==> src/tsv_pkg.sv <==
// package of constants and types for the trap status and vector report block
package tsv_pkg;
   // ------------------------------------------------------------
   // register byte offsets
   // ------------------------------------------------------------
   localparam logic [3:0] TSV_SOFT_TRAP_OFS = 4'h0;
   localparam logic [3:0] TSV_HARD_TRAP_OFS = 4'h4;
   localparam logic [3:0] TSV_VECTOR_OFS = 4'h8;
   localparam logic [3:0] TSV_IRQ_MASK_OFS = 4'hc;
   // ------------------------------------------------------------
   // field positions
   // ------------------------------------------------------------
   localparam int TSV_DMA_ERR_BIT = 5;
   localparam int TSV_LOOP_OVF_BIT = 4;
   localparam int TSV_SW_HARD_BIT = 0;
   localparam int TSV_LEVEL_LSB = 8;
   localparam int TSV_VECTOR_LSB = 0;
   // ------------------------------------------------------------
   // reset values
   // ------------------------------------------------------------
   localparam logic [15:0] TSV_STATUS_RST = 16'h0000;
   localparam logic [2:0] TSV_MASK_RST = 3'h0;
   localparam logic [3:0] TSV_LEVEL_RST = 4'h0;
   localparam logic [7:0] TSV_VECTOR_RST = 8'h00;
   // ------------------------------------------------------------
   // vector codes
   // ------------------------------------------------------------
   localparam logic [7:0] TSV_VEC_ADDR_ERR = 8'h01;
   localparam logic [7:0] TSV_VEC_HARD_TRAP = 8'h02;
   localparam logic [7:0] TSV_VEC_STACK_ERR = 8'h03;
   localparam logic [7:0] TSV_VEC_MATH_ERR = 8'h04;
   localparam logic [7:0] TSV_VEC_DMA_ERR = 8'h05;
   localparam logic [7:0] TSV_VEC_SOFT_ERR = 8'h06;
   localparam logic [7:0] TSV_VEC_RSVD_LO = 8'h07;
   localparam logic [7:0] TSV_VEC_EXT_IRQ0 = 8'h08;
   localparam logic [7:0] TSV_VEC_IN_CAP1 = 8'h09;
   localparam logic [7:0] TSV_VEC_RSVD_HI = 8'hff;

   // pending interrupt report from the dispatcher
   typedef struct packed {
      logic valid;
      logic [3:0] level;
      logic [7:0] vector;
   } tsv_pending_type;

   // trap events, one cycle pulses
   typedef struct packed {
      logic dma_addr_err;
      logic loop_stack_ovf;
      logic sw_hard_trap;
   } tsv_event_type;
endpackage

==> src/tsv_trap_status.sv <==
// trap status flags, vector report and wishbone slave
//
// The Wishbone interface to the registers and the register addresses are this design's own decisions.
`timescale 1ns/1ps
// Behaviour
// [RL1] dma address error sets soft bit 5
// [RL2] loop stack overflow sets soft bit 4
// [RL3] software hard trap sets hard bit 0
// [RL4] unimplemented bits read as zero
// [RL5] priority level in report bits 11:8
// [RL6] pending vector number in bits 7:0
// [RL7] trap vectors one through six
// [RL8] external line 8, capture channel 9
// [RL9] vectors 7 and 255 never reported
// [RL10] flags writable, all clear at reset
module tsv_trap_status
   import tsv_pkg::*;
(
   input wire logic clk_i,
   input wire logic rst_i,
   input wire logic wb_cyc_i,
   input wire logic wb_stb_i,
   input wire logic wb_we_i,
   input wire logic [3:0] wb_adr_i,
   input wire logic [3:0] wb_sel_i,
   input wire logic [31:0] wb_dat_i,
   output logic [31:0] wb_dat_o,
   output logic wb_ack_o,
   output logic wb_err_o,
   input wire tsv_event_type event_i,
   input wire tsv_pending_type pend_i,
   output logic irq_o
);
   logic dma_flag_q;
   logic loop_flag_q;
   logic hard_flag_q;
   logic [2:0] mask_q;
   logic ack_q;
   logic err_q;
   logic [31:0] dat_q;
   logic irq_q;
   logic [3:0] level;
   logic [7:0] vector;
   logic req;
   logic wr_lo;
   logic hit;
   logic [15:0] soft_rd;
   logic [15:0] hard_rd;
   logic [15:0] vec_rd;
   logic [31:0] rd_d;
   logic sel_soft;
   logic sel_hard;
   logic sel_vec;
   logic sel_mask;
   logic rd_req;
   logic clr_dma;
   logic clr_loop;
   logic clr_hard;
   logic dma_flag_d;
   logic loop_flag_d;
   logic hard_flag_d;
   logic [2:0] flags;
   logic [2:0] armed;
   logic irq_d;
   logic ack_d;
   logic err_d;
   logic [31:0] dat_d;
   logic [15:0] mask_rd;

   // ------------------------------------------------------------
   // local sizes
   // ------------------------------------------------------------
   localparam int REG_W = 16;
   localparam int LEVEL_W = 4;
   localparam int VECTOR_W = 8;
   localparam int MASK_W = 3;

   // ------------------------------------------------------------
   // elaboration checks
   // ------------------------------------------------------------
   if (TSV_DMA_ERR_BIT >= REG_W) begin : g_bad_dma
      $error("dma flag position outside register");
   end
   if (TSV_LOOP_OVF_BIT >= REG_W) begin : g_bad_loop
      $error("loop flag position outside register");
   end
   if (TSV_SW_HARD_BIT >= REG_W) begin : g_bad_hard
      $error("hard flag position outside register");
   end
   if (TSV_DMA_ERR_BIT == TSV_LOOP_OVF_BIT) begin : g_bad_soft
      $error("soft flags share one position");
   end
   if (TSV_LEVEL_LSB + LEVEL_W > REG_W) begin : g_bad_level
      $error("level field outside register");
   end
   if (TSV_VECTOR_LSB + VECTOR_W > TSV_LEVEL_LSB) begin : g_bad_vector
      $error("vector field overlaps level field");
   end
   if ($bits(TSV_MASK_RST) != MASK_W) begin : g_bad_mask
      $error("mask reset value of wrong width");
   end
   if ($bits(tsv_event_type) != MASK_W) begin : g_bad_event
      $error("one mask bit per event needed");
   end
   if (TSV_SOFT_TRAP_OFS == TSV_HARD_TRAP_OFS || TSV_VECTOR_OFS == TSV_IRQ_MASK_OFS) begin : g_bad_ofs
      $error("register offsets collide");
   end

   // ------------------------------------------------------------
   // bus decode
   // ------------------------------------------------------------
   assign req = wb_cyc_i && wb_stb_i && !ack_q && !err_q;
   assign wr_lo = req && wb_we_i && wb_sel_i[0];
   assign rd_req = req && !wb_we_i;
   assign sel_soft = (wb_adr_i == TSV_SOFT_TRAP_OFS);
   assign sel_hard = (wb_adr_i == TSV_HARD_TRAP_OFS);
   assign sel_vec = (wb_adr_i == TSV_VECTOR_OFS);
   assign sel_mask = (wb_adr_i == TSV_IRQ_MASK_OFS);
   assign hit = sel_soft || sel_hard || sel_vec || sel_mask;

   // ------------------------------------------------------------
   // write-one-clear strobes, low byte lane only
   // ------------------------------------------------------------
   assign clr_dma = wr_lo && sel_soft && wb_dat_i[TSV_DMA_ERR_BIT]; // [RL10]
   assign clr_loop = wr_lo && sel_soft && wb_dat_i[TSV_LOOP_OVF_BIT]; // [RL10]
   assign clr_hard = wr_lo && sel_hard && wb_dat_i[TSV_SW_HARD_BIT]; // [RL10]

   // ------------------------------------------------------------
   // trap flag next values, set wins over write-one-clear
   // ------------------------------------------------------------
   always_comb begin
      dma_flag_d = dma_flag_q;
      if (event_i.dma_addr_err) begin
         dma_flag_d = 1'b1; // [RL1]
      end else if (clr_dma) begin
         dma_flag_d = 1'b0; // [RL10]
      end
   end

   always_comb begin
      loop_flag_d = loop_flag_q;
      if (event_i.loop_stack_ovf) begin
         loop_flag_d = 1'b1; // [RL2]
      end else if (clr_loop) begin
         loop_flag_d = 1'b0; // [RL10]
      end
   end

   always_comb begin
      hard_flag_d = hard_flag_q;
      if (event_i.sw_hard_trap) begin
         hard_flag_d = 1'b1; // [RL3]
      end else if (clr_hard) begin
         hard_flag_d = 1'b0; // [RL10]
      end
   end

   // ------------------------------------------------------------
   // trap flag registers
   // ------------------------------------------------------------
   always_ff @(posedge clk_i) begin
      if (rst_i) begin
         dma_flag_q <= TSV_STATUS_RST[TSV_DMA_ERR_BIT]; // [RL10]
      end else begin
         dma_flag_q <= dma_flag_d;
      end
   end

   always_ff @(posedge clk_i) begin
      if (rst_i) begin
         loop_flag_q <= TSV_STATUS_RST[TSV_LOOP_OVF_BIT]; // [RL10]
      end else begin
         loop_flag_q <= loop_flag_d;
      end
   end

   always_ff @(posedge clk_i) begin
      if (rst_i) begin
         hard_flag_q <= TSV_STATUS_RST[TSV_SW_HARD_BIT]; // [RL10]
      end else begin
         hard_flag_q <= hard_flag_d;
      end
   end

   // ------------------------------------------------------------
   // interrupt mask: bit2 dma, bit1 loop, bit0 hard
   // ------------------------------------------------------------
   always_ff @(posedge clk_i) begin
      if (rst_i) begin
         mask_q <= TSV_MASK_RST;
      end else if (wr_lo && sel_mask) begin
         mask_q <= wb_dat_i[2:0];
      end
   end

   // ------------------------------------------------------------
   // interrupt request, level while unmasked flag set
   // ------------------------------------------------------------
   assign flags = {dma_flag_q, loop_flag_q, hard_flag_q};
   assign armed = flags & mask_q;
   assign irq_d = |armed;

   always_ff @(posedge clk_i) begin
      if (rst_i) begin
         irq_q <= 1'b0;
      end else begin
         irq_q <= irq_d;
      end
   end

   // ------------------------------------------------------------
   // vector report
   // ------------------------------------------------------------
   tsv_vector_filter u_filter (
      .clk_i(clk_i),
      .rst_i(rst_i),
      .pend_i(pend_i),
      .level_o(level),
      .vector_o(vector)
   );

   // ------------------------------------------------------------
   // read mux
   // ------------------------------------------------------------
   always_comb begin
      soft_rd = 16'h0000; // [RL4]
      soft_rd[TSV_DMA_ERR_BIT] = dma_flag_q;
      soft_rd[TSV_LOOP_OVF_BIT] = loop_flag_q;
      hard_rd = 16'h0000; // [RL4]
      hard_rd[TSV_SW_HARD_BIT] = hard_flag_q;
      vec_rd = 16'h0000; // [RL4]
      vec_rd[TSV_LEVEL_LSB +: 4] = level; // [RL5]
      vec_rd[TSV_VECTOR_LSB +: 8] = vector; // [RL6]
      mask_rd = 16'h0000;
      mask_rd[MASK_W-1:0] = mask_q;
   end

   // ------------------------------------------------------------
   // register select
   // ------------------------------------------------------------
   always_comb begin
      case (wb_adr_i)
         TSV_SOFT_TRAP_OFS: begin
            rd_d = {16'h0000, soft_rd};
         end
         TSV_HARD_TRAP_OFS: begin
            rd_d = {16'h0000, hard_rd};
         end
         TSV_VECTOR_OFS: begin
            rd_d = {16'h0000, vec_rd};
         end
         TSV_IRQ_MASK_OFS: begin
            rd_d = {16'h0000, mask_rd};
         end
         default: begin
            rd_d = 32'h00000000;
         end
      endcase
   end

   // ------------------------------------------------------------
   // bus answer next values
   // ------------------------------------------------------------
   always_comb begin
      ack_d = 1'b0;
      err_d = 1'b0;
      dat_d = 32'h00000000;
      if (req) begin
         if (hit) begin
            ack_d = 1'b1;
            if (rd_req) begin
               dat_d = rd_d;
            end
         end else begin
            err_d = 1'b1;
         end
      end
   end

   // ------------------------------------------------------------
   // bus answer, one cycle after request
   // ------------------------------------------------------------
   always_ff @(posedge clk_i) begin
      if (rst_i) begin
         ack_q <= 1'b0;
         err_q <= 1'b0;
         dat_q <= 32'h00000000;
      end else begin
         ack_q <= ack_d;
         err_q <= err_d;
         dat_q <= dat_d;
      end
   end

   // ------------------------------------------------------------
   // outputs, straight from flip-flops
   // ------------------------------------------------------------
   assign wb_ack_o = ack_q;
   assign wb_err_o = err_q;
   assign wb_dat_o = dat_q;
   assign irq_o = irq_q;
endmodule

==> src/tsv_vector_filter.sv <==
// vector report holder that screens out reserved codes
`timescale 1ns/1ps
module tsv_vector_filter
   import tsv_pkg::*;
(
   input wire logic clk_i,
   input wire logic rst_i,
   input wire tsv_pending_type pend_i,
   output logic [3:0] level_o,
   output logic [7:0] vector_o
);
   logic [3:0] level_q;
   logic [7:0] vector_q;
   logic rsvd;

   // ------------------------------------------------------------
   // reserved code screen
   // ------------------------------------------------------------
   assign rsvd = (pend_i.vector == TSV_VEC_RSVD_LO) || (pend_i.vector == TSV_VEC_RSVD_HI); // [RL9]

   always_ff @(posedge clk_i) begin
      if (rst_i) begin
         level_q <= TSV_LEVEL_RST; // [RL10]
         vector_q <= TSV_VECTOR_RST;
      end else if (!pend_i.valid) begin
         level_q <= TSV_LEVEL_RST;
         vector_q <= TSV_VECTOR_RST;
      end else if (!rsvd) begin
         level_q <= pend_i.level; // [RL5]
         vector_q <= pend_i.vector; // [RL6] [RL7] [RL8]
      end
   end

   assign level_o = level_q;
   assign vector_o = vector_q;
endmodule

==> config.mk <==
export PLATFORM = sky130hd
export DESIGN_NAME = tsv_trap_status
export DESIGN_NICKNAME = d
export VERILOG_FILES = /design/src/tsv_pkg.sv /design/src/tsv_trap_status.sv /design/src/tsv_vector_filter.sv
export SDC_FILE = /design/constraint.sdc
export NUM_CORES = 1
export LEC_CHECK = 0
export BUFFER_PORTS_ARGS = -buffer_cell sky130_fd_sc_hd__buf_2
export CAP_MARGIN = 10
export CORE_MARGIN = 2
export CORE_UTILIZATION = 42
export CTS_CLUSTER_SIZE = 24
export DETAILED_ROUTE_END_ITERATION = 10
export GPL_TIMING_DRIVEN = 0
export PLACE_DENSITY = 0.79
export SYNTH_ARGS = -nofsm -noshare
export SYNTH_HDL_FRONTEND = slang
export SYNTH_SLANG_ARGS = --single-unit
==> constraint.sdc <==
create_clock -name clk_i -period 1.4 [get_ports clk_i]
set_input_delay 0.28 -clock clk_i [delete_from_list [all_inputs] [get_ports clk_i]]
set_output_delay 0.28 -clock clk_i [all_outputs]
set_load 0.02 [all_outputs]
==> flow_metrics.py, run 1 <==
metrics = {
    "outcome": {
        "outcome": "finished, final reports clean",
    },
    "detailed_routing": {
        "routedWlPerCell_um": 10.8,
        "viasPerCell": 4.60,
        "ant_nets": 0,
        "drcViolationCount": 0,
        "first_pass_iters": 4,
        "drt_wl_total_um": 3030,
        "drt_first_iter_violations": 63,
        "vias": 1283,
    },
    "timing": {
        "rsz0062_at_grt": "false",
        "fmax_ghz": 0.788,
        "slew_violations": 0,
        "finalCritPeriodShare_pct": 90.6,
        "skew_ns": 0.0108,
        "hold_viol": 0,
        "finalSetupViolCount": 0,
        "fin_ws_ns": 0.131,
        "period_minus_slack_ns": 1.27,
    },
    "die": {
        "die_h_um": 63.8,
        "die_x_um": 63.8,
        "rows": 21,
        "coreArea_mm2": 0.00339,
        "dieArea_mm2": 0.00408,
        "initial_core_util_pct": 44.4,
        "io-pin-count": 96,
    },
    "place": {
        "place_congestion": 0.809,
        "io_buffers": 44,
        "placed_cell_area_mm2": 0.00185,
        "dp_slack_ns": -0.125,
        "dp_hpwl_um": 2420,
    },
    "logic_synthesis": {
        "syn_area_per_cell_um2": 9.34,
        "synth-xor-area-share_pct": 0,
        "yosysUniqueCellTypes": 35,
        "synth_compound_area_share_pct": 7.65,
        "ys_top_cells_by_area": "dfxtp_1 (44%), buf_4 (10%), mux2i_1 (10%), nand2_1 (5.7%), nor2_1 (3.0%)",
        "yosys.area.top_type": "dfxtp_1",
        "syn_inst": 161,
        "synth_top_family_by_area": "simple AND/OR/NAND/NOR gates",
        "synth_fa_ha_area_share_pct": 0,
        "synth_top_area_share_pct": 43.9,
        "seq_area_frac_synth_pct": 43.9,
        "synth_mux_area_share_pct": 10.7,
        "synth-seq-cells": 33,
        "synth_area_mm2": 0.00150,
        "async_reset_ff_share_pct": 0,
        "ys.flop_type": "dfxtp_1",
        "synthSimpleGateAreaFrac_pct": 23.3,
        "synth_edf_count": 0,
        "ys_warn_count": 0,
    },
    "global_route": {
        "grt.total_usage_pct": 15.0,
        "grt_pass1_vias": 1143,
        "grt_max_degree": 11,
        "grt_antenna_before_repair": 0,
        "grt_pass1_wl_um": 4790,
        "overflow": 0,
    },
    "clock_tree": {
        "post_cts_resized": 0,
        "cts_tree": "done",
        "hold_buffers": 0,
        "clock_latency_ns": 0.32,
        "clockBufferDepth": 2,
        "cts_root_buf": "clkbuf_4",
        "clock_sinks": 33,
        "cts_buffers": 5,
        "post_cts_buffers": 0,
        "cts.clk_slew.worst_paths_ns": 0.09,
        "cts_max_level": 2,
    },
    "critical_path": {
        "crit_path_start": "wb_err_o$_SDFF_PP0_",
        "worstReg2RegStart": "wb_err_o$_SDFF_PP0_",
        "path_cells": "nand4bb_2 > o41ai_1 > a21oi_1",
        "worstPathArrival_ns": 1.47,
        "crit_path_max_incr_delay_ns": 0.39,
        "crit_path_end_kind": "flip-flop",
        "worstPathMaxFanout": 4,
        "startpoint_type": "flip-flop",
        "worstPathRequired_ns": 1.60,
        "cp_slowest_cell": "o41ai_1",
        "path_class": "flip-flop to flip-flop",
    },
    "power": {
        "power.leakage_nw": 0.968,
        "max-vdd-ir-drop_v": 0.000515,
        "power.density_mw_per_mm2": 942,
    },
    "layout": {
        "syn2layout_area_growth_pct": 28.4,
        "nNetsFinal": 293,
        "design_area_mm2": 0.00193,
        "drive_gt1_share_pct": 34.8,
        "post-route-util_pct": 57.0,
        "final_common_cell": "buf_2",
        "layout_common_cells": "buf_2 (46), dfxtp_1 (33), nand2_1 (23), buf_4 (21), conb_1 (20)",
        "n_antenna_cell": 0,
    },
    "run": {
        "cap_violations": 0,
    },
    "min_path": {
        "hold_path.startpoint": "wb_adr_i[0]",
        "holdCritPathClass": "input pin to flip-flop",
    },
}
-- power by group --
group	switching, mW	internal, mW	total [mW]
registers	0.0136	0.961	0.974
logic	0.143	0.113	0.255
clock network	0.298	0.291	0.589
total	0.454	1.36	1.82
-- flip-flops by register name (all words and copies together) (netlist names) --
register           count
u_filter.level_o       4
wb_dat_o              12
dma_flag_q             1
hard_flag_q            1
loop_flag_q            1
mask_q                 3
u_filter.vector_o      8
wb_ack_o               1
irq_o                  1
wb_err_o               1
-- kinds of logic after synthesis --
| family | after synthesis |
|---|---|
| AO/OA/AOI/OAI | 14 |
| other | 1 |
| AND/OR/NAND/NOR | 63 |
| multiplexers | 16 |
| flip-flops | 33 |
| buffers and inverters | 34 |
-- cell usage after synthesis, types with 2 or more instances --
library cell,instances
a21oi_1,2
buf_2,2
buf_4,20
clkbuf_1,3
dfxtp_1,33
inv_1,8
mux2i_1,15
nand2_1,23
nand2b_1,7
nand4_1,2
nor2_1,12
nor2b_1,2
nor3_1,4
nor4_1,3
nor4b_1,2
o211a_1,3
o41ai_1,2
-- path summary, 6_finish.rpt --
| check | cells past startpoint | end | slack [ns] |
|---|---|---|---|
| worst min-delay path | 2 | wb_ack_o$_SDFF_PP0_ | 0.18 |
| worst max register to register | 3 | dma_flag_q$_SDFFE_PP0P_ | 0.13 |
| worst min register to register | 2 | wb_dat_o[11]$_SDFF_PP0_ | 0.45 |
| worst max-delay path | 3 | dma_flag_q$_SDFFE_PP0P_ | 0.13 |
-- final cells by class --
class / count / area (µm²)
Clock inverter: 1 / 5.00
Multi-Input combinational cell: 113 / 702
Sequential cell: 33 / 661
Clock buffer: 7 / 65.1
Fill cell: 320 / 1460
Buffer: 26 / 183
Inverter: 8 / 30.0
Timing Repair Buffer: 45 / 228
Tap cell: 46 / 57.6
-- metal layers --
metal	vias up	track usage, %	part of all wire (%)
li1	660	-	-
met1	565	16.0	40
met2	52	27.0	50
met3	6	4.93	7.8
met4	0	6.25	1.5
met5	-	0	0
-- critical path: cells and delay by family (launching register included) --
kind               cells  cell delay (ns)
AOI/OAI and AO/OA      2             0.50
DFF                    1             0.33
and+or+nand+nor        1             0.32
-- per-stage QoR --
step | hold WS [ns] | TNS, ns | instances | power [mW]
detailed placement | 0.425 | -0.745 | 270 | 1.25
floorplan | 0.357 | 0 | 180 | 1.17
global placement | 0.421 | -0.431 | 270 | 1.24
finish | 0.183 | 0 | 279 | 1.82
global route | 0.171 | 0 | 279 | 1.92
CTS | 0.169 | 0 | 278 | 1.83
Note: power is estimated with default switching activity, not from simulation.
==> inputs of run 2 (changes only) <==
--- a/config.mk
+++ b/config.mk
@@ -5,7 +5,7 @@
 export SDC_FILE = /design/constraint.sdc
 export NUM_CORES = 1
 export LEC_CHECK = 0
-export BUFFER_PORTS_ARGS = -buffer_cell sky130_fd_sc_hd__buf_2
+export BUFFER_PORTS_ARGS = -buffer_cell sky130_fd_sc_hd__buf_4
 export CAP_MARGIN = 10
 export CORE_MARGIN = 2
 export CORE_UTILIZATION = 42
==> constraint.sdc (replaced) <==
create_clock -name clk_i -period 1.3 [get_ports clk_i]
set_input_delay 0.26 -clock clk_i [delete_from_list [all_inputs] [get_ports clk_i]]
set_output_delay 0.26 -clock clk_i [all_outputs]
set_load 0.02 [all_outputs]
==> run 2 against run 1 <==
  * Sequential share of layout area decreased by 2.3 points
  * Clock-buffer cell count unchanged
  * Combinational power is 18% higher
  * Clock skew decreased by 0.0015 ns
  * Die area unchanged
  * Largest cell class unchanged
  * Largest power group unchanged
==> flow_metrics.py, run 2 (synthesis gave the netlist of run 1 again) <==
metrics = {
    "outcome": {
        "outcome": "finished, final reports clean",
    },
    "run": {
        "cap_violations": 0,
    },
    "layout": {
        "stdcell_count": 279,
        "fillCellCount": 321,
        "syn2layout_area_growth_pct": 37.4,
        "n_antenna_cell": 0,
        "largest_reg_flops": 12,
        "nNetsFinal": 293,
        "final_common_cell": "buf_4",
        "multi_input_area_um2": 713,
        "design_area_mm2": 0.00207,
        "layout_common_cells": "buf_4 (65), dfxtp_1 (33), nand2_1 (23), conb_1 (20), mux2i_1 (15)",
        "seqCellArea_um2": 661,
        "drive_gt1_share_pct": 34.3,
    },
    "power": {
        "combPwrFrac_pct": 14.1,
        "total_power_mw": 2.13,
        "p_sw_mw": 0.491,
        "internal_power_mw": 1.64,
        "power.leakage_nw": 0.996,
        "power.density_mw_per_mm2": 1030,
        "max-vdd-ir-drop_v": 0.000497,
        "pwr-share-clk_pct": 36.7,
        "switching_share_pct": 23.0,
        "power_frac_seq_pct": 49.2,
    },
    "timing": {
        "slew_violations": 0,
        "finalCritPeriodShare_pct": 93.7,
        "skew_ns": 0.00933,
        "rsz0062_at_grt": "false",
        "period_minus_slack_ns": 1.22,
        "fmax_ghz": 0.821,
        "hold_viol": 0,
        "finalSetupViolCount": 0,
    },
    "place": {
        "placed_cell_area_mm2": 0.00197,
        "io_buffers": 44,
        "dp.cells": 270,
        "dp_hpwl_um": 2290,
        "place_congestion": 0.807,
    },
    "critical_path": {
        "r2r_slack_ns": 0.08,
        "worstPathMaxFanout": 4,
        "worstPathRequired_ns": 1.51,
        "r2r_cells": 3,
        "worstPathArrival_ns": 1.43,
        "crit_path_end_kind": "flip-flop",
        "path_class": "flip-flop to flip-flop",
        "worstReg2RegStart": "wb_err_o$_SDFF_PP0_",
        "r2r-end": "dma_flag_q$_SDFFE_PP0P_",
        "startpoint_type": "flip-flop",
    },
    "clock_tree": {
        "cts_root_buf": "clkbuf_4",
        "clock_latency_ns": 0.33,
        "clock_sinks": 33,
        "post_cts_resized": 0,
        "cts_max_level": 2,
        "cts.clk_slew.worst_paths_ns": 0.09,
        "cts_buffers": 5,
        "clockBufferDepth": 2,
        "cts_tree": "done",
    },
    "detailed_routing": {
        "viasPerCell": 4.47,
        "drt_first_iter_violations": 37,
        "vias": 1247,
        "ant_nets": 0,
        "drt_wl_total_um": 2900,
        "first_pass_iters": 4,
        "routedWlPerCell_um": 10.4,
        "drcViolationCount": 0,
    },
    "die": {
        "die_h_um": 63.8,
        "io-pin-count": 96,
        "die_x_um": 63.8,
        "rows": 21,
        "initial_core_util_pct": 44.4,
        "coreArea_mm2": 0.00339,
        "dieArea_mm2": 0.00408,
    },
    "min_path": {
        "holdCritPathClass": "input pin to flip-flop",
        "hold_path.startpoint": "wb_adr_i[0]",
        "min_path_cells": 2,
        "hold-path-endpoint": "wb_ack_o$_SDFF_PP0_",
    },
    "global_route": {
        "grt_max_degree": 11,
        "grt_pass1_wl_um": 4820,
        "grt.total_usage_pct": 15.2,
        "grt_antenna_before_repair": 0,
        "grt_pass1_vias": 1091,
        "overflow": 0,
    },
}
-- run 2: final cells by class --
| class | count | share of cell area, % |
|---|---|---|
| tap | 46 | 2.78 |
| buffer | 26 | 8.84 |
| timing repair buffer | 45 | 16.3 |
| multi-input combinational | 113 | 34.5 |
| clock inverter | 1 | 1.45 |
| inverter | 8 | 1.45 |
| clock buffer | 7 | 2.66 |
| sequential | 33 | 32.0 |
-- run 2: worst max path at each step --
| stage | endpoint | slack, ns | start |
|---|---|---|---|
| after floorplan | dma_flag_q$_SDFFE_PP0P_ | -0.02 | wb_adr_i[2] |
| after global placement | wb_dat_o[0]$_SDFF_PP0_ | -0.22 | wb_adr_i[3] |
| after detailed placement | wb_dat_o[0]$_SDFF_PP0_ | -0.19 | wb_adr_i[3] |
| after CTS | dma_flag_q$_SDFFE_PP0P_ | 0.08 | wb_err_o$_SDFF_PP0_ |
| after global routing | loop_flag_q$_SDFFE_PP0P_ | 0.01 | wb_err_o$_SDFF_PP0_ |
| final | dma_flag_q$_SDFFE_PP0P_ | 0.08 | wb_err_o$_SDFF_PP0_ |
-- run 2: repair_timing --
item / CTS / global route
setup endpoints to repair: 3 / 0
hold buffers: 0 / 0
buffers inserted: 1 / 0
-- run 2: worst max-delay path, cell delays in order, from the launching register on --
cell and delay (ns):
dfxtp_1 0.33, nand4bb_4 0.27, o41ai_1 0.39, a21oi_1 0.11
-- run 2: power groups by stage --
stage	Clock, mW	Combinational [mW]	Sequential, mW
after global routing	0.865	0.326	1.05
final	0.784	0.300	1.05
after detailed placement	0	0.298	1.07
after CTS	0.800	0.299	1.05
after floorplan	0	0.191	1.07
after global placement	0	0.295	1.07
-- run 2: metrics by stage --
step	TNS (ns)	worst slack (ns)	utilization, %	hold WS (ns)
final	0	0.0823	61.0	0.125
after global routing	0	0.0108	61.0	0.115
after CTS	0	0.0790	61.0	0.113
after detailed placement	-2.14	-0.187	58.3	0.425
after global placement	-1.94	-0.225	58.3	0.422
after floorplan	-0.0429	-0.0214	-	0.337
-- run 2: metal layers --
layer / vias to the layer above / track usage (%) / share of wire (%)
met5: - / 0 / 0
met4: 0 / 6.52 / 1.7
met3: 5 / 4.93 / 7.6
met2: 45 / 23.4 / 48
met1: 541 / 19.3 / 43
li1: 656 / - / -
